`src/pkg/pcm_defs.vh`:
```
`ifndef PCM_DEFS_VH
`define PCM_DEFS_VH

// ----------------------------------------
// register offsets
// ----------------------------------------
`define OFS_CTRL 8'h00
`define OFS_CLOCK 8'h04
`define OFS_ROUTE 8'h08
`define OFS_STATUS 8'h0c
`define OFS_RXDATA 8'h10

// ----------------------------------------
// reset values and writable masks
// ----------------------------------------
`define CTRL_RST 32'h0000_0080
`define CLOCK_RST 32'h0000_4033
`define ROUTE_RST 32'h0000_0000
`define CTRL_MASK 32'h0000_07ff
`define CLOCK_MASK 32'h0003_ffff
`define ROUTE_MASK 32'h0000_07ff
`define ZERO32 32'h0000_0000

// ----------------------------------------
// field positions
// ----------------------------------------
`define CTRL_EN 0
`define CTRL_FMT 3:1
`define CTRL_WS 5:4
`define CTRL_CL 7:6
`define CTRL_EDGE 8
`define CTRL_POL 9
`define CTRL_HIZ 10
`define CLK_SR 3:0
`define CLK_SENSE 7:4
`define CLK_RATIO 17:8
`define ROUTE_CH 3:0
`define ROUTE_SLOT 10:4
`define ST_RATIO 4:0
`define ST_CHANS 9:5
`define ST_SLOTS 17:10
`define ST_RUN 18

// ----------------------------------------
// formats, lengths, delays
// ----------------------------------------
`define FMT_I2S 3'h0
`define FMT_LJ 3'h1
`define FMT_TDM0 3'h2
`define FMT_TDM1 3'h3
`define FMT_TDM2 3'h4
`define LEN_16 2'h0
`define LEN_24 2'h1
`define LEN_32 2'h2
`define BITS_16 6'h10
`define BITS_24 6'h18
`define BITS_32 6'h20
`define DLY_0 2'h0
`define DLY_1 2'h1
`define DLY_2 2'h2
`define CH_LEFT 5'h0
`define CH_RIGHT 5'h1
`define MAX_CH 5'h10
`define MAX_SLOTS 8'h80
`define SLOT_W 3
`define POS_MAX 10'h3ff

// ----------------------------------------
// sample rates in units of 25 hz
// ----------------------------------------
`define RATE_192 13'h1e00
`define RATE_96 13'h0f00
`define RATE_882 13'h0dc8
`define RATE_48 13'h0780
`define RATE_441 13'h06e4
`define RATE_32 13'h0500
`define RATE_24 13'h03c0
`define RATE_2205 13'h0372
`define RATE_16 13'h0280
`define RATE_12 13'h01e0
`define RATE_11025 13'h01b9
`define RATE_8 13'h0140

`endif

```
`src/rtl/pcm_apb_regs.v`:
```
`timescale 1ns/1ps
`include "pcm_defs.vh"

module pcm_apb_regs (
    // clock and reset
    input wire pclk,
    input wire presetn,
    // apb slave
    input wire psel,
    input wire penable,
    input wire pwrite,
    input wire [7:0] paddr,
    input wire [31:0] pwdata,
    output wire [31:0] prdata,
    output wire pready,
    output wire pslverr,
    // configuration out
    output wire [31:0] ctrl,
    output wire [31:0] clock,
    output wire [31:0] route,
    // state in
    input wire [31:0] status,
    input wire [31:0] rxdata
);

reg [31:0] ctrl_reg;
reg [31:0] clock_reg;
reg [31:0] route_reg;
reg [31:0] prdata_reg;
reg pready_reg;
reg pslverr_reg;
reg [31:0] rd_next;
reg hit_next;

wire setup = psel & ~penable;
wire wr_en = psel & penable & pready_reg & pwrite & ~pslverr_reg;

assign prdata = prdata_reg;
assign pready = pready_reg;
assign pslverr = pslverr_reg;
assign ctrl = ctrl_reg;
assign clock = clock_reg;
assign route = route_reg;

// ----------------------------------------
// read decode
// ----------------------------------------
always @* begin
    rd_next = `ZERO32;
    hit_next = 1'b1;
    case (paddr)
        `OFS_CTRL: rd_next = ctrl_reg;
        `OFS_CLOCK: rd_next = clock_reg;
        `OFS_ROUTE: rd_next = route_reg;
        `OFS_STATUS: rd_next = status;
        `OFS_RXDATA: rd_next = rxdata;
        default: hit_next = 1'b0;
    endcase
end

// ----------------------------------------
// bus phases and writes
// ----------------------------------------
always @(posedge pclk or negedge presetn) begin
    if (!presetn) begin
        ctrl_reg <= `CTRL_RST;
        clock_reg <= `CLOCK_RST;
        route_reg <= `ROUTE_RST;
        prdata_reg <= `ZERO32;
        pready_reg <= 1'b0;
        pslverr_reg <= 1'b0;
    end else begin
        pready_reg <= setup;
        pslverr_reg <= setup & ~hit_next;
        if (setup) begin
            prdata_reg <= pwrite ? `ZERO32 : rd_next;
        end
        if (wr_en) begin
            case (paddr)
                `OFS_CTRL: ctrl_reg <= pwdata & `CTRL_MASK;
                `OFS_CLOCK: clock_reg <= pwdata & `CLOCK_MASK;
                `OFS_ROUTE: route_reg <= pwdata & `ROUTE_MASK;
                default: ctrl_reg <= ctrl_reg;
            endcase
        end
    end
end

endmodule

```
`src/rtl/pcm_sense_repeat.v`:
```
`timescale 1ns/1ps
`include "pcm_defs.vh"

module pcm_sense_repeat (
    // clock and reset
    input wire pclk,
    input wire presetn,
    // frame timing and rates
    input wire frame,
    input wire [3:0] sr_code,
    input wire [3:0] sense_code,
    // sample in and out
    input wire [31:0] sense_data,
    output wire [31:0] held,
    output wire take,
    output wire [4:0] ratio
);

reg [31:0] held_reg;
reg take_reg;
reg [4:0] cnt_reg;

function [12:0] rate_val;
    input [3:0] code;
    begin
        case (code)
            4'h0: rate_val = `RATE_192;
            4'h1: rate_val = `RATE_96;
            4'h2: rate_val = `RATE_882;
            4'h3: rate_val = `RATE_48;
            4'h4: rate_val = `RATE_441;
            4'h5: rate_val = `RATE_32;
            4'h6: rate_val = `RATE_24;
            4'h7: rate_val = `RATE_2205;
            4'h8: rate_val = `RATE_16;
            4'h9: rate_val = `RATE_12;
            4'ha: rate_val = `RATE_11025;
            default: rate_val = `RATE_8;
        endcase
    end
endfunction

wire [12:0] quot = rate_val(sr_code) / rate_val(sense_code);
wire [4:0] cnt_inc = cnt_reg + 5'h1;
wire load = frame & (cnt_reg == 5'h0);

assign ratio = quot[4:0];
// new sample already visible at the frame start edge
assign held = load ? sense_data : held_reg;
assign take = take_reg;

// ----------------------------------------
// hold each sample for ratio frames
// ----------------------------------------
always @(posedge pclk or negedge presetn) begin
    if (!presetn) begin
        held_reg <= `ZERO32;
        take_reg <= 1'b0;
        cnt_reg <= 5'h0;
    end else begin
        take_reg <= load;
        if (frame) begin
            if (load) begin
                held_reg <= sense_data;
            end
            cnt_reg <= (cnt_inc >= ratio) ? 5'h0 : cnt_inc;
        end
    end
end

endmodule

```
`src/rtl/pcm_target_if.v`:
```
`timescale 1ns/1ps
// Behaviour
// - playback runs at interface frame rate
// - repeat sense sample over rate ratio
// - format field picks i2s, lj, tdm
// - drop extra rx bits, pad tx bits
// - falling frame clock starts channel 0
// - i2s msb on second active edge
// - lj msb on first active edge
// - control bit picks active bit edge
// - polarity bit picks channel 0 edge
// - output changes on the active edge
// - tdm takes up to 16 channels
// - tdm output in 8-bit slots, 128 max
// - channels and slots from clock ratio
// - tdm rising frame clock is sync
// - tdm msb on edge 1, 2, 3
`include "pcm_defs.vh"

module pcm_target_if (
    // clock and reset
    input wire pclk,
    input wire presetn,
    // apb slave
    input wire psel,
    input wire penable,
    input wire pwrite,
    input wire [7:0] paddr,
    input wire [31:0] pwdata,
    output wire [31:0] prdata,
    output wire pready,
    output wire pslverr,
    // pcm pins
    input wire bclk,
    input wire lrclk,
    input wire din,
    output wire dout,
    output wire dout_oe,
    // playback path
    output wire [31:0] spk_data,
    output wire spk_valid,
    // sense path
    input wire [31:0] sense_data,
    output wire sense_take
);

// ----------------------------------------
// helpers
// ----------------------------------------
function [5:0] len_bits;
    input [1:0] code;
    begin
        case (code)
            `LEN_16: len_bits = `BITS_16;
            `LEN_24: len_bits = `BITS_24;
            default: len_bits = `BITS_32;
        endcase
    end
endfunction

function [1:0] msb_ofs;
    input [2:0] fmt;
    begin
        case (fmt)
            `FMT_I2S: msb_ofs = `DLY_1;
            `FMT_TDM1: msb_ofs = `DLY_1;
            `FMT_TDM2: msb_ofs = `DLY_2;
            default: msb_ofs = `DLY_0;
        endcase
    end
endfunction

function [31:0] align_word;
    input [31:0] w;
    input [5:0] ws;
    begin
        case (ws)
            `BITS_16: align_word = {w[15:0], 16'h0000};
            `BITS_24: align_word = {w[23:0], 8'h00};
            default: align_word = w;
        endcase
    end
endfunction

// ----------------------------------------
// configuration
// ----------------------------------------
wire [31:0] ctrl;
wire [31:0] clock;
wire [31:0] route;
wire [31:0] status;
wire [31:0] held;
wire [4:0] rep_ratio;

wire en = ctrl[`CTRL_EN];
wire [2:0] fmt = ctrl[`CTRL_FMT];
wire edge_sel = ctrl[`CTRL_EDGE];
wire pol = ctrl[`CTRL_POL];
wire hiz = ctrl[`CTRL_HIZ];
wire [5:0] ws = len_bits(ctrl[`CTRL_WS]);
wire [5:0] cl = len_bits(ctrl[`CTRL_CL]);
wire [9:0] ratio = clock[`CLK_RATIO];
wire tdm = fmt >= `FMT_TDM0;
wire [1:0] ofs = msb_ofs(fmt);

// available channels and slots
wire [9:0] ch_q = ratio / {4'h0, cl};
wire [9:0] slot_q = ratio >> `SLOT_W;
wire [4:0] chans = (ch_q > {5'h00, `MAX_CH}) ? `MAX_CH : ch_q[4:0];
wire [7:0] slots = (slot_q > {2'h0, `MAX_SLOTS}) ? `MAX_SLOTS : slot_q[7:0];

// ----------------------------------------
// bit clock and frame clock tracking
// ----------------------------------------
reg bclk_reg;
reg lr_reg;
reg run_reg;
reg [1:0] skip_reg;
reg [4:0] ch_reg;
reg [5:0] bit_reg;
reg [9:0] pos_reg;

// only the host bit clock times the frame
wire rise = bclk & ~bclk_reg;
wire fall = ~bclk & bclk_reg;
wire act_raw = edge_sel ? rise : fall;
wire act = act_raw & en;
wire trans = act & (lrclk != lr_reg);
// i2s/lj: level equal to polarity starts channel 0; tdm: the opposite edge
wire fstart = trans & (tdm ? (lrclk != pol) : (lrclk == pol));
wire restart = tdm ? fstart : trans;
wire [4:0] new_ch = (tdm | (lrclk == pol)) ? `CH_LEFT : `CH_RIGHT;
wire use_new = restart & (ofs == `DLY_0);

// context of the bit handled at this edge
wire [4:0] d_ch = use_new ? new_ch : ch_reg;
wire [5:0] d_bit = use_new ? 6'h00 : bit_reg;
wire [9:0] d_pos = use_new ? 10'h000 : pos_reg;
wire d_go = act & (use_new ? (run_reg | fstart) : (run_reg & (skip_reg == `DLY_0)));

// advance to the next bit position
wire last_bit = d_bit == (cl - 6'h01);
wire [5:0] adv_bit = last_bit ? 6'h00 : d_bit + 6'h01;
wire [4:0] adv_ch = (last_bit & (d_ch != `MAX_CH)) ? d_ch + 5'h01 : d_ch;
wire [9:0] adv_pos = (d_pos == `POS_MAX) ? d_pos : d_pos + 10'h001;

always @(posedge pclk or negedge presetn) begin
    if (!presetn) begin
        bclk_reg <= 1'b0;
        lr_reg <= 1'b0;
        run_reg <= 1'b0;
        skip_reg <= `DLY_0;
        ch_reg <= `CH_LEFT;
        bit_reg <= 6'h00;
        pos_reg <= 10'h000;
    end else begin
        bclk_reg <= bclk;
        if (act_raw) begin
            lr_reg <= lrclk;
        end
        if (!en) begin
            run_reg <= 1'b0;
            skip_reg <= `DLY_0;
            ch_reg <= `CH_LEFT;
            bit_reg <= 6'h00;
            pos_reg <= 10'h000;
        end else if (act) begin
            if (fstart) begin
                run_reg <= 1'b1;
            end
            if (restart & ~use_new) begin
                // delayed formats skip edges before the msb
                ch_reg <= new_ch;
                bit_reg <= 6'h00;
                pos_reg <= 10'h000;
                skip_reg <= ofs - `DLY_1;
            end else if (d_go) begin
                ch_reg <= adv_ch;
                bit_reg <= adv_bit;
                pos_reg <= adv_pos;
            end else if (skip_reg != `DLY_0) begin
                skip_reg <= skip_reg - `DLY_1;
            end
        end
    end
end

// ----------------------------------------
// receive path
// ----------------------------------------
reg [31:0] sh_reg;
reg [31:0] spk_data_reg;
reg spk_valid_reg;

wire rx_bit = d_go & (d_bit < ws) & (d_ch < `MAX_CH);
wire rx_done = rx_bit & (d_bit == (ws - 6'h01));
wire [31:0] rx_word = {sh_reg[30:0], din};
wire play_hit = rx_done & (d_ch == {1'b0, route[`ROUTE_CH]});

always @(posedge pclk or negedge presetn) begin
    if (!presetn) begin
        sh_reg <= `ZERO32;
        spk_data_reg <= `ZERO32;
        spk_valid_reg <= 1'b0;
    end else begin
        if (rx_bit) begin
            sh_reg <= rx_word;
        end
        // one playback word per frame at the interface rate
        spk_valid_reg <= play_hit;
        if (play_hit) begin
            spk_data_reg <= align_word(rx_word, ws);
        end
    end
end

// ----------------------------------------
// transmit path
// ----------------------------------------
reg dout_reg;
reg dout_oe_reg;

wire [9:0] slot_base = {3'h0, route[`ROUTE_SLOT]} << `SLOT_W;
wire [9:0] rel = d_pos - slot_base;
wire [9:0] d_slot = d_pos >> `SLOT_W;
wire in_range = ~tdm | (d_slot < {2'h0, slots});
wire after_base = d_pos >= slot_base;
wire t_word = tdm ? (after_base & (rel < {4'h0, ws})) : (d_bit < ws);
wire t_pad = tdm ? (after_base & (rel < {4'h0, cl})) : (d_bit < cl);
wire [4:0] t_idx = tdm ? rel[4:0] : d_bit[4:0];
wire t_val = held[~t_idx];

always @(posedge pclk or negedge presetn) begin
    if (!presetn) begin
        dout_reg <= 1'b0;
        dout_oe_reg <= 1'b0;
    end else if (!en) begin
        dout_reg <= 1'b0;
        dout_oe_reg <= 1'b0;
    end else if (d_go) begin
        // launched on the active edge that also captures input
        if (t_word & in_range) begin
            dout_reg <= t_val;
            dout_oe_reg <= 1'b1;
        end else if (t_pad & in_range) begin
            dout_reg <= 1'b0;
            dout_oe_reg <= ~hiz;
        end else begin
            dout_reg <= 1'b0;
            dout_oe_reg <= 1'b0;
        end
    end else if (act) begin
        dout_reg <= 1'b0;
        dout_oe_reg <= 1'b0;
    end
end

assign dout = dout_reg;
assign dout_oe = dout_oe_reg;
assign spk_data = spk_data_reg;
assign spk_valid = spk_valid_reg;

// ----------------------------------------
// status and submodules
// ----------------------------------------
assign status = {13'h0000, run_reg, slots, chans, rep_ratio};

pcm_apb_regs u_regs (
    .pclk(pclk),
    .presetn(presetn),
    .psel(psel),
    .penable(penable),
    .pwrite(pwrite),
    .paddr(paddr),
    .pwdata(pwdata),
    .prdata(prdata),
    .pready(pready),
    .pslverr(pslverr),
    .ctrl(ctrl),
    .clock(clock),
    .route(route),
    .status(status),
    .rxdata(spk_data_reg)
);

// sense sample held for the rate ratio of frames
pcm_sense_repeat u_rep (
    .pclk(pclk),
    .presetn(presetn),
    .frame(fstart),
    .sr_code(clock[`CLK_SR]),
    .sense_code(clock[`CLK_SENSE]),
    .sense_data(sense_data),
    .held(held),
    .take(sense_take),
    .ratio(rep_ratio)
);

endmodule

```
`config.mk`:
```
export PLATFORM = sky130hd
export DESIGN_NAME = pcm_target_if
export DESIGN_NICKNAME = d
export VERILOG_FILES = /design/src/rtl/pcm_apb_regs.v /design/src/rtl/pcm_sense_repeat.v /design/src/rtl/pcm_target_if.v
export VERILOG_INCLUDE_DIRS = /design/src /design/src/pkg
export SDC_FILE = /design/constraint.sdc
export NUM_CORES = 1
export LEC_CHECK = 0
export BUFFER_PORTS_ARGS = -buffer_cell sky130_fd_sc_hd__buf_2
export CORE_ASPECT_RATIO = 2
export CORE_MARGIN = 2
export CORE_UTILIZATION = 25
export CTS_CLUSTER_DIAMETER = 200
export DETAILED_ROUTE_END_ITERATION = 10
export GPL_TIMING_DRIVEN = 0
export MAX_ROUTING_LAYER = met4
export PLACE_DENSITY = 0.45
export SETUP_SLACK_MARGIN = 0.2
export SLEW_MARGIN = 20
export SYNTH_ARGS = -nofsm -noshare
export SYNTH_HDL_FRONTEND = slang
export SYNTH_HIERARCHICAL = 1
export SYNTH_SLANG_ARGS = --single-unit
export TNS_END_PERCENT = 1
```
`constraint.sdc`:
```
create_clock -name pclk -period 26.4 [get_ports pclk]
set_clock_uncertainty 0.1 [all_clocks]
set_input_delay 3.96 -clock pclk [delete_from_list [all_inputs] [get_ports pclk]]
set_output_delay 3.96 -clock pclk [all_outputs]
set_load 0.05 [all_outputs]
```
# Yosys cells after proc, flatten, opt, wreduce, memory -nomap -nowiden
# Memory sizes are Yosys's and may differ from the RTL's.
# Index checks and enable logic that the tools add are counted.
# op_classes
addsub	9
div	2
n_lt_le_gt_ge	12
n_eq_ne	24
n_mux	55
bitwise_logic	37
reduce_logical	16
# ops
operator	count
$pmux W32 S5	1
$mux W32	2
$pmux W32 S2	1
$mux W10	6
$mux W5	9
$mux W6	6
$and A1 B1 Y1	25
$pmux W6 S2	2
$lt A10 B6 Y1	2
$mux W1	20
$eq A8 B4 Y1 const B	2
$div A13 B13 Y13	1
$eq A6 B5 Y1 const B	2
$eq A6 B6 Y1	2
$lt A6 B6 Y1	2
$ne A3 B3 Y1 const B	4
$sub A6 B1 Y6 const B	2
$add A10 B1 Y10 const B	1
$add A5 B1 Y5 const B	2
$div A10 B6 Y10	1
$eq A10 B10 Y1 const B	1
$ge A10 B10 Y1	1
$gt A10 B5 Y1 const B	1
$mux W2	5
34 further kinds	54
# totals
regBits	204
rom_bits	416
input_bits	80
output_inout_bits	70
word_cells	178
memories	2
# mem_list
memory	words	word_bits	rd	rd_clocked_by_memory_dff	wr	line_no	text
(no name shown)	16	13	1	0	0	pcm_sense_repeat.v:26	case (code)
(no name shown)	16	13	1	0	0	pcm_sense_repeat.v:26	

# Longest topological paths before layout
# Gate-level depths: netlist of run 1.
# logic_depth
ltp_word	18
mapped_depth	115
ltp_nobuf	106

# Cells and area by module
# Netlist of run 1, hierarchy kept.
# modules_own_cells
mod	instances	cells_each	area_each_um2	seq_area_each_um2
pcm_target_if	1	727	6627.6	2302.2
pcm_sense_repeat	1	889	6605.1	950.9
pcm_apb_regs	1	351	3942.5	1859.3

# Least setup slack after synthesis of run 1
# No wires, ideal clock.
# synth_path
path_kind	register -> register
startpoint	register u_regs.clock_reg[4] (netlist: u_regs/clock[4])
endpoint	register u_rep.cnt_reg[3]
setup_ns	0.083
t_arrival_ns	21.886
required_ns	26.217
setup_slack_ns	4.331
stages_incl_launch_ff	109
n_path_buf	11
period_less_slack_ns	22.069
path_cell_list	dfstp_2 > inv_1 > ha_1 > or3b_1 > a21boi_2 > buf_6 > and4_1 > a21oi_1 > ha_1 > o21a_1 > o221a_2 > and4_1 > mux2_1 > ha_1 > o21a_1 > or4_1 > nand2_1 > a22oi_1 > (+73 left out) > nor2b_1 > o21a_1 > o21ai_0 > nand2b_1 > a221o_1 > a21o_1 > a21oi_1 > o211ai_1 > a21o_1 > ha_1 > nand2b_1 > a21o_1 > a21oi_1 > nor2b_1 > o21ai_0 > nand3b_1 > nand2b_1 > o21ai_0
# synth_between
elab_chain_cells	4
# synth_rtl
item	line_no	text
start: declaration	pcm_apb_regs.v:27	reg [31:0] clock_reg;
start signal: assignment	pcm_apb_regs.v:67	clock_reg <= `CLOCK_RST;
start signal: assignment	pcm_apb_regs.v:81	`OFS_CLOCK: clock_reg <= pwdata & `CLOCK_MASK;
$mem_v2 Z16 W13	n/a	
$div A13 B13 Y13	pcm_sense_repeat.v:43	wire [12:0] quot = rate_val(sr_code) / rate_val(sense_code);
net rep_ratio[4]	pcm_target_if.v:93	wire [4:0] rep_ratio;
$ge A5 B5 Y1	pcm_sense_repeat.v:66	cnt_reg <= (cnt_inc >= ratio) ? 5'h0 : cnt_inc;
$mux W5	pcm_sense_repeat.v:66	
end signal: assignment	pcm_sense_repeat.v:66	
end: declaration	pcm_sense_repeat.v:21	reg [4:0] cnt_reg;
# The timed path passes the listed nets, and every way through them passes these cells.
# A chain may end at the register's enable or synchronous reset.

# Worst setup path after layout of run 1
# Ends and elaborated chain as after synthesis.

==> results of run 1 <==
[worst max-delay path: cells and delay by family (launching register included)]
kind,cells,cell delay [ns]
mux,2,0.77
simple gates,32,6.29
fa+ha+maj,14,4.33
buf+inv,13,2.64
flops,1,0.63
compound gates,47,9.80
[per-layer routing]
metal  up-vias  wire, um  track usage, %
li1       7305         -               -
met1      7313     20800            16.1
met2       359     32800            34.2
met3       152      1850            1.61
met4         0      4540            12.2
met5         -         0               -
[worst max path at each step]
stage	cells after the start	to	slack, ns
final	108	u_rep/cnt_reg[3]$_DFFE_PN0P_	1.69
after global routing	109	u_rep/cnt_reg[3]$_DFFE_PN0P_	0.16
after CTS	106	u_rep/cnt_reg[3]$_DFFE_PN0P_	0.30
after detailed placement	104	u_rep/cnt_reg[3]$_DFFE_PN0P_	-2.12
after global placement	103	u_rep/cnt_reg[4]$_DFFE_PN0P_	-2.07
after floorplan	108	u_rep/cnt_reg[3]$_DFFE_PN0P_	4.33
[cells in the final DEF, fill, tap and decap left out, types with 10 or more instances in the layout]
cell type  instances
a221oi_1          11
and2_1            15
a22oi_1           30
a22o_1            14
nor2b_1           24
mux2_4            10
o21a_1            40
a21oi_1          114
clkbuf_1          51
nor2_1           109
and3_1            15
a21o_1            24
xor2_1            23
o21ai_1           23
o31ai_1           18
nand2_1          292
buf_2            149
mux2i_1           44
o21ai_0           96
mux2_2           101
nand4_1           15
inv_1             76
o211ai_1          10
conb_1            14
a31oi_1           17
buf_4             15
or3_1             19
clkbuf_16         19
dfrtp_1          198
nor3_1            45
nand3_1           40
nand2b_1          22
xnor2_1           23
ha_1             157
[cell type report]
cell class                 instances  area [um^2]
clock inverter                     8         73.8
clock buffer                      25          558
timing repair buffer             147          820
fill                            7147        46900
multi-input combinational       1552        11200
buffer                            86          425
sequential                       204         5110
inverter                          81          308
antenna                            4         10.0
tap                              884         1110
[metrics by stage]
stage / setup WS [ns] / utilization [%] / area (um^2) / hold WS (ns) / power (mW)
2_1_floorplan: 4.33 / - / 16800 / 0.339 / 0.361
3_3_place_gp: -2.07 / 27.9 / 18600 / 0.351 / 0.387
3_5_place_dp: -2.12 / 28.0 / 18700 / 0.357 / 0.390
4_1_cts: 0.300 / 29.2 / 19400 / 0.374 / 0.686
5_1_grt: 0.164 / 29.5 / 19600 / 0.388 / 0.702
6_report: 1.69 / 29.5 / 19600 / 0.366 / 0.674
[power by group]
group	internal (mW)	switching [mW]	leakage, nW
combinational	0.0244	0.0431	6.05
sequential	0.315	0.00155	2.79
clock	0.159	0.131	0.311
total	0.498	0.176	9.15
[repair_timing]
item                                   4_1_cts  5_1_grt
pin swaps                                    1        7
setup endpoints to repair                    6        6
resized for setup                           18       42
hold buffers                                 0        0
setup buffers                                2        6
endpoints found under the hold margin        0        0
==> run_results.csv, run 1 <==
group,metric,value,unit
clock_tree,cts_made_buffers,19,
pwr,max-vdd-ir-drop,0.0554,mV
setup_path,worstPathArrival,25.05,ns
setup_path,r2r_setup_slack,1.69,ns
floorplan,design.core.area,66600,um^2
setup_path,reg2regPathDepth,108,
worst_hold_path,hold_path_depth,2,
setup_path,worstPathRequired,26.74,ns
sta,slew_headroom,32.5,%
detailed_routing,routed_wl,60100,um
clock_tree,ctsRootBufferMaster,"clkbuf_16",
global_route,grt-ovfl-total,0,
floorplan,die-area,69200,um^2
clock_tree,clock-sinks,204,
clock_tree,insertion_delay,0.53,ns
job,maxCapViolations,0,
detailed_routing,drcViolationCount,0,
floorplan,start_util,25.2,%
setup_path,r2r-start,"u_regs/clock[4]$_DFFE_PN1P_",
place,dp_cells,2946,
detailed_routing,vias_per_cell,5.06,
global_route,grt_max_degree,92,
sta,period_share,93.6,%
floorplan,die_h,370,um
sta,finalSetupViolations,0,
place,io_buffers,135,
logic_synthesis,netlist_area,16800,um^2
pwr,p_per_area,34.3,nW/um^2
detailed_routing,vias,15100,
final_layout,drive_gt1_share,19.8,%
status,status,"finished, final reports clean",
detailed_routing,drt_iter0_drc,707,
setup_path,cpPeakStageDelay,0.63,ns
global_route,grt_pass1_vias,15900,
place,routabilityCongestion,0.860,
floorplan,io_pins,150,
final_layout,layoutNonFillerInstCount,2991,
detailed_routing,postRouteAntennaNets,0,
worst_hold_path,min_path_type,"flop to flop",
setup_path,cp-start-kind,"flop",
pwr,power.leakage,9.15,nW
floorplan,die_w,187,um
clock_tree,clkTransAtPathRegs,0.07,ns
sta,grt_setup_unrepaired,"no",
worst_hold_path,hp-start,"u_rep/held_reg[16]$_DFFE_PN0P_",
setup_path,worstSetupStartpoint,"u_regs/clock[4]$_DFFE_PN1P_",
global_route,grt_usage,17.7,%
setup_path,worstSetupEndpointType,"flop",
setup_path,worst_path_max_delay_cell,"dfstp_2",
place,hpwl,48900,um
clock_tree,htreeDepth,1,
setup_path,critPathKind,"flop to flop",
setup_path,reg2reg_to,"u_rep/cnt_reg[3]$_DFFE_PN0P_",
logic_synthesis,yosys_warnings,6,
setup_path,cpMostUsedCell,"ha_1",
final_layout,area_growth,17.1,%
detailed_routing,drt_first_pass_iters,5,
global_route,grt_pass1_wl,91300,um
clock_tree,cts_tree,"built",
sta,fin_setup_tns,0,ns
sta,drv_slew,0,
sta,clock.fmax,0.0405,GHz
final_layout,nets,2329,
worst_hold_path,whs_endpoint,"u_rep/held_reg[16]$_DFFE_PN0P_",
sta,tightest_slew,1.00,ns
logic_synthesis,syn_inst,1910,
detailed_routing,post_drt_wl_per_cell,20.1,um
clock_tree,clk_path_buf_depth,3,
global_route,antenna_found_initial,8,
floorplan,std_cell_rows,134,
sta,finalCriticalPeriod,24.71,ns
logic_synthesis,avgSynthCellArea,8.77,um^2
setup_path,crit_path_max_fanout,10,
sta,hold_viol_final,0,
(Power assumes the default switching activity.)
==> run 2: changes to the inputs <==
--- a/config.mk
+++ b/config.mk
@@ -6,6 +6,7 @@
 export SDC_FILE = /design/constraint.sdc
 export NUM_CORES = 1
 export LEC_CHECK = 0
+export ABC_AREA = 1
 export BUFFER_PORTS_ARGS = -buffer_cell sky130_fd_sc_hd__buf_2
 export CORE_ASPECT_RATIO = 2
 export CORE_MARGIN = 2
==> constraint.sdc (replaced) <==
create_clock -name pclk -period 27.6 [get_ports pclk]
set_clock_uncertainty 0.1 [all_clocks]
set_input_delay 4.14 -clock pclk [delete_from_list [all_inputs] [get_ports pclk]]
set_output_delay 4.14 -clock pclk [all_outputs]
set_load 0.05 [all_outputs]
==> run 2 against run 1 <==
Compared with the run above: non-clock buffer count fell by 17; global-route usage rose by 0.70 points; largest cell class unchanged; largest power group is now the clock network; setup slack improved by 1.3 ns; cell count rose by 16%; wire length rose by 0.56%; highest routed layer unchanged; sequential cell count did not move; maximum frequency rose by 0.56%; design area fell by 1.7%.
==> run_results.csv, run 2 <==
group,metric,value,unit
clock_tree,clk_path_buf_depth,3,
global_route,grt_max_degree,71,
final_layout,fillCellCount,7184,
setup_path,crit_family,"simple AND/OR/NAND/NOR gates",
global_route,antenna_found_initial,3,
sta,slew_headroom,38.5,%
clock_tree,ctsRootBufferMaster,"clkbuf_16",
detailed_routing,drt_iter0_drc,824,
clock_tree,cts_hold_buf,0,
worst_hold_path,hp-start,"u_rep/held_reg[31]$_DFFE_PN0P_",
setup_path,worst_path_max_delay_cell,"dfstp_2",
detailed_routing,post_drt_wl_per_cell,17.4,um
setup_path,worstSetupStartpoint,"u_regs/clock[4]$_DFFE_PN1P_",
sta,grt_setup_unrepaired,"no",
logic_synthesis,syn_inst,2398,
status,status,"finished, final reports clean",
sta,hold_viol_final,0,
setup_path,path_buf_inv,18,
floorplan,start_util,25.3,%
clock_tree,htreeDepth,1,
setup_path,r2r-start,"u_regs/clock[4]$_DFFE_PN1P_",
sta,finalSetupViolations,0,
setup_path,worstSetupEndpointType,"flop",
setup_path,path_depth,169,
setup_path,critPathKind,"flop to flop",
logic_synthesis,netlist_area,16600,um^2
global_route,grt_usage,18.4,%
setup_path,cpPeakStageDelay,0.61,ns
setup_path,cpMostUsedCell,"nand2_1",
sta,clock.fmax,0.0407,GHz
final_layout,area_growth,16.0,%
final_layout,final_area,19300,um^2
place,io_buffers,135,
setup_path,crit_path_max_fanout,13,
detailed_routing,vias_per_cell,4.65,
setup_path,reg2reg_to,"u_rep/cnt_reg[1]$_DFFE_PN0P_",
clock_tree,insertion_delay,0.54,ns
clock_tree,clkTransAtPathRegs,0.06,ns
floorplan,die-area,68700,um^2
sta,tightest_slew,0.919,ns
setup_path,worstPathArrival,24.91,ns
place,routabilityCongestion,0.916,
setup_path,reg2regPathDepth,169,
job,maxCapViolations,0,
floorplan,die_h,369,um
final_layout,final_common_cell,"nand2_1",
floorplan,io_pins,150,
setup_path,cp-start-kind,"flop",
pwr,power.leakage,10.5,nW
global_route,grt_pass1_vias,16600,
setup_path,worstPathRequired,27.94,ns
setup_path,crit_end,"u_rep/cnt_reg[1]$_DFFE_PN0P_",
logic_synthesis,yosys_warnings,6,
detailed_routing,routed_wl,60400,um
floorplan,design.core.area,65700,um^2
clock_tree,cts_tree,"built",
detailed_routing,drcViolationCount,0,
place,place_area,18500,um^2
detailed_routing,drt_first_pass_iters,5,
clock_tree,cts_made_buffers,21,
clock_tree,clock-sinks,204,
detailed_routing,postRouteAntennaNets,0,
sta,drv_slew,0,
global_route,grt-ovfl-total,0,
pwr,max-vdd-ir-drop,0.0392,mV
place,hpwl,50100,um
floorplan,die_w,186,um
logic_synthesis,avgSynthCellArea,6.93,um^2
setup_path,r2r_setup_slack,3.03,ns
final_layout,nets,2809,
sta,finalCriticalPeriod,24.57,ns
sta,fin_setup_tns,0,ns
floorplan,std_cell_rows,133,
global_route,grt_pass1_wl,93400,um
final_layout,layout_common_cells,"nand2_1, inv_1, nand3_1",
detailed_routing,vias,16100,
pwr,p_per_area,34.9,nW/um^2
worst_hold_path,min_path_type,"flop to flop",
final_layout,drive_gt1_share,12.5,%
sta,period_share,89.0,%
==> run 2: cell type report <==
type / count / area [um^2] / share of cell area (%)
timing repair buffer: 137 / 741 / 3.84
tap: 877 / 1100 / 5.69
inverter: 275 / 1030 / 5.36
antenna: 4 / 10.0 / 0.0519
multi-input combinational: 1853 / 10100 / 52.4
clock inverter: 10 / 181 / 0.941
buffer: 79 / 438 / 2.27
clock buffer: 27 / 568 / 2.95
sequential: 204 / 5110 / 26.5
==> run 2: timing repair <==
| action | 4_1_cts | 5_1_grt |
|---|---|---|
| gates resized for setup | 0 | 2 |
| endpoints found under the setup margin | 0 | 5 |
| hold endpoints to repair | 0 | 0 |
| setup buffers | 0 | 0 |
==> run 2: worst register-to-register path: cells and delay by family, from the launching register on <==
| kind | cells | cell delay (ns) |
|---|---|---|
| adders and majority gates | 14 | 4.17 |
| buffers and inverters | 18 | 1.98 |
| and+or+nand+nor | 92 | 9.22 |
| AOI/OAI and AO/OA | 45 | 8.35 |
| DFF | 1 | 0.61 |
==> run 2: worst min path at each step <==
stage                                                end  slack, ns  depth (start not counted)
final                     u_rep/held_reg[31]$_DFFE_PN0P_       0.37                          2
after global routing       u_regs/prdata[22]$_DFFE_PN0P_       0.40                          2
after CTS                 u_rep/held_reg[22]$_DFFE_PN0P_       0.38                          2
after detailed placement  u_rep/held_reg[22]$_DFFE_PN0P_       0.36                          2
after global placement     u_rep/held_reg[7]$_DFFE_PN0P_       0.36                          2
after floorplan            u_rep/held_reg[0]$_DFFE_PN0P_       0.34                          2
==> run 2: metal layers <==
metal	GRT usage [%]	vias up	wire [um]
li1	-	8104	-
met4	8.27	0	2930
met2	36.4	338	34200
met1	17.2	7568	21100
met5	-	-	0
met3	1.96	111	2140
==> run 2: per-stage QoR <==
| step | cells | setup slack (ns) | hold slack (ns) | total power [mW] | util, % |
|---|---|---|---|---|---|
| final | 3466 | 3.03 | 0.373 | 0.674 | 29.3 |
| after floorplan | 2411 | 8.10 | 0.344 | 0.335 | - |
| after global routing | 3465 | 0.378 | 0.397 | 0.701 | 29.3 |
| after global placement | 3423 | 2.57 | 0.356 | 0.355 | 28.0 |
| after CTS | 3462 | 2.44 | 0.378 | 0.684 | 29.3 |
| after detailed placement | 3425 | 2.57 | 0.360 | 0.357 | 28.2 |
==> run 2: where the power goes <==
group | switching [mW] | leakage (nW) | internal [mW]
clock network | 0.130 | 0.365 | 0.193
registers | 0.000834 | 2.68 | 0.300
logic | 0.0333 | 7.41 | 0.0169
total | 0.164 | 10.5 | 0.509
==> run 3: changes to the inputs <==
--- a/config.mk
+++ b/config.mk
@@ -15,7 +15,8 @@
 export DETAILED_ROUTE_END_ITERATION = 10
 export GPL_TIMING_DRIVEN = 0
 export MAX_ROUTING_LAYER = met4
-export PLACE_DENSITY = 0.45
+export PLACE_DENSITY = 0.41
+export REMOVE_ABC_BUFFERS = 1
 export SETUP_SLACK_MARGIN = 0.2
 export SLEW_MARGIN = 20
 export SYNTH_ARGS = -nofsm -noshare
==> run 3 against run 2 <==
Compared with the run above: hold slack lost 0.0012 ns; global-route usage decreased by 0.73 points; core utilization shrank 0.29 points; critical endpoint is now u_rep/cnt_reg[2]$_DFFE_PN0P_; critical path depth is 1 lower; setup slack worse by 0.36 ns; highest routed layer unchanged; via count fell by 2.1%; wire length down 3.6%; non-clock buffer count decreased by 63; die area did not move; critical path type unchanged.
==> run_results.csv, run 3 (synthesis results as in run 2) <==
group,metric,value,unit
status,status,"finished, final reports clean",
clock_tree,insertion_delay,0.55,ns
pwr,switching_share,26.3,%
clock_tree,clk_path_buf_depth,3,
place,io_buffers,135,
final_layout,layout_common_cells,"nand2_1, inv_1, nand3_1",
global_route,busiest_layer,"met2",
global_route,grt_pass1_wl,90400,um
detailed_routing,drt_first_pass_iters,7,
sta,clock.fmax,0.0401,GHz
detailed_routing,drt_iter0_drc,693,
floorplan,start_util,25.3,%
pwr,p_per_area,35.4,nW/um^2
pwr,seqPwrFrac,44.5,%
clock_tree,htreeDepth,1,
pwr,max-vdd-ir-drop,0.0327,mV
place,dp_cells,3356,
global_route,antenna_found_initial,1,
detailed_routing,vias,15800,
sta,period_share,90.3,%
detailed_routing,routed_wl,58200,um
setup_path,crit_path_max_fanout,15,
setup_path,cpMostUsedCell,"nand2_1",
detailed_routing,drcViolationCount,0,
sta,tightest_slew,1.13,ns
pwr,p_clk_share,47.8,%
clock_tree,clkTransAtPathRegs,0.07,ns
final_layout,nets,2748,
global_route,grt_pass1_vias,16200,
clock_tree,cts_hold_buf,0,
pwr,power.leakage,10.3,nW
clock_tree,clock-sinks,204,
detailed_routing,post_drt_wl_per_cell,17.1,um
final_layout,layoutNonFillerInstCount,3404,
clock_tree,ctsRootBufferMaster,"clkbuf_16",
pwr,internal_power,0.498,mW
final_layout,final_area,19100,um^2
place,place_area,18200,um^2
worst_hold_path,min_path_type,"flop to flop",
detailed_routing,postRouteAntennaNets,0,
job,maxCapViolations,0,
floorplan,die-area,68700,um^2
floorplan,io_pins,150,
global_route,grt_usage,17.6,%
clock_tree,cts_tree,"built",
pwr,power_switching,0.177,mW
final_layout,finish.utilization,29.0,%
sta,slew_headroom,24.4,%
pwr,p_total,0.675,mW
setup_path,worst_path_max_delay_cell,"dfstp_2",
sta,fin_setup_tns,0,ns
place,routabilityCongestion,0.840,
setup_path,cpPeakStageDelay,0.60,ns
setup_path,worstPathRequired,27.97,ns
global_route,use_met3,1.94,%
sta,finalSetupViolations,0,
detailed_routing,vias_per_cell,4.64,
final_layout,fillCellCount,7258,
global_route,grt_max_degree,91,
setup_path,critPathKind,"flop to flop",
place,hpwl,45800,um
global_route,grt-ovfl-total,0,
setup_path,worstPathArrival,25.30,ns
sta,grt_setup_unrepaired,"no",
floorplan,die_h,369,um
final_layout,drive_gt1_share,12.4,%
global_route,met1_usage,18.2,%
final_layout,final_common_cell,"nand2_1",
global_route,met2_usage,34.0,%
clock_tree,cts_made_buffers,23,
sta,finalCriticalPeriod,24.93,ns
sta,hold_viol_final,0,
setup_path,cp-start-kind,"flop",
final_layout,area_growth,14.9,%
floorplan,std_cell_rows,133,
pwr,power_frac_comb,7.7,%
setup_path,worstSetupEndpointType,"flop",
floorplan,design.core.area,65700,um^2
sta,drv_slew,0,
floorplan,die_w,186,um
-- run 3: power groups by stage --
stage | sequential (mW) | combinational [mW] | clock [mW]
2_1_floorplan | 0.306 | 0.0272 | 0
3_3_place_gp | 0.306 | 0.0497 | 0
3_5_place_dp | 0.306 | 0.0524 | 0
4_1_cts | 0.300 | 0.0526 | 0.335
5_1_grt | 0.300 | 0.0594 | 0.344
6_report | 0.300 | 0.0516 | 0.323
-- run 3: path summary, 6_finish.rpt --
check	from	to	slack, ns	depth (start not counted)
setup / recovery	u_regs/clock[4]$_DFFE_PN1P_	u_rep/cnt_reg[2]$_DFFE_PN0P_	2.67	168
hold / removal	u_regs/prdata[9]$_DFFE_PN0P_	u_regs/prdata[9]$_DFFE_PN0P_	0.37	2
setup reg to reg	u_regs/clock[4]$_DFFE_PN1P_	u_rep/cnt_reg[2]$_DFFE_PN0P_	2.67	168
hold reg to reg	u_regs/prdata[9]$_DFFE_PN0P_	u_regs/prdata[9]$_DFFE_PN0P_	0.37	2
max in group asynchronous	presetn	u_regs/prdata[21]$_DFFE_PN0P_	23.09	2
min in group asynchronous	presetn	u_regs/clock[13]$_DFFE_PN0P_	3.40	1
-- run 3: metal layers --
metal  part of all wire (%)  routed length, um
met5                      0                  0
met4                    3.0               1770
met3                    3.5               2030
met2                     55              32200
met1                     38              22200
-- run 3: per-stage QoR --
stage          hold slack, ns  worst slack [ns]
6_report                0.372              2.67
5_1_grt                 0.390             0.209
4_1_cts                 0.378             0.832
3_5_place_dp            0.360             0.915
3_3_place_gp            0.357              1.30
2_1_floorplan           0.344              7.56
-- run 3: final cells by class --
cell class                 instances  area (um^2)  share of cell area (%)
clock buffer                      32          639                    3.35
clock inverter                     9          105                   0.551
antenna                            1         2.50                  0.0131
timing repair buffer             153          951                    4.98
inverter                         275         1040                    5.45
multi-input combinational       1853        10100                    53.1
sequential                       204         5110                    26.8
tap                              877         1100                    5.75
-- run 3: worst max-delay path: cells and delay by family, from the launching register on --
kind,cells,cell delay [ns]
flip-flops,1,0.60
AND/OR/NAND/NOR,94,10.14
adder cells (fa/ha/maj),14,4.31
AO/OA/AOI/OAI,44,8.01
buffers and inverters,16,1.60
-- run 3: timing repair --
| item | CTS | global route |
|---|---|---|
| endpoints found under the setup margin | 0 | 6 |
| endpoints found under the hold margin | 0 | 0 |
| setup buffers | 0 | 6 |
| resized for setup | 0 | 11 |
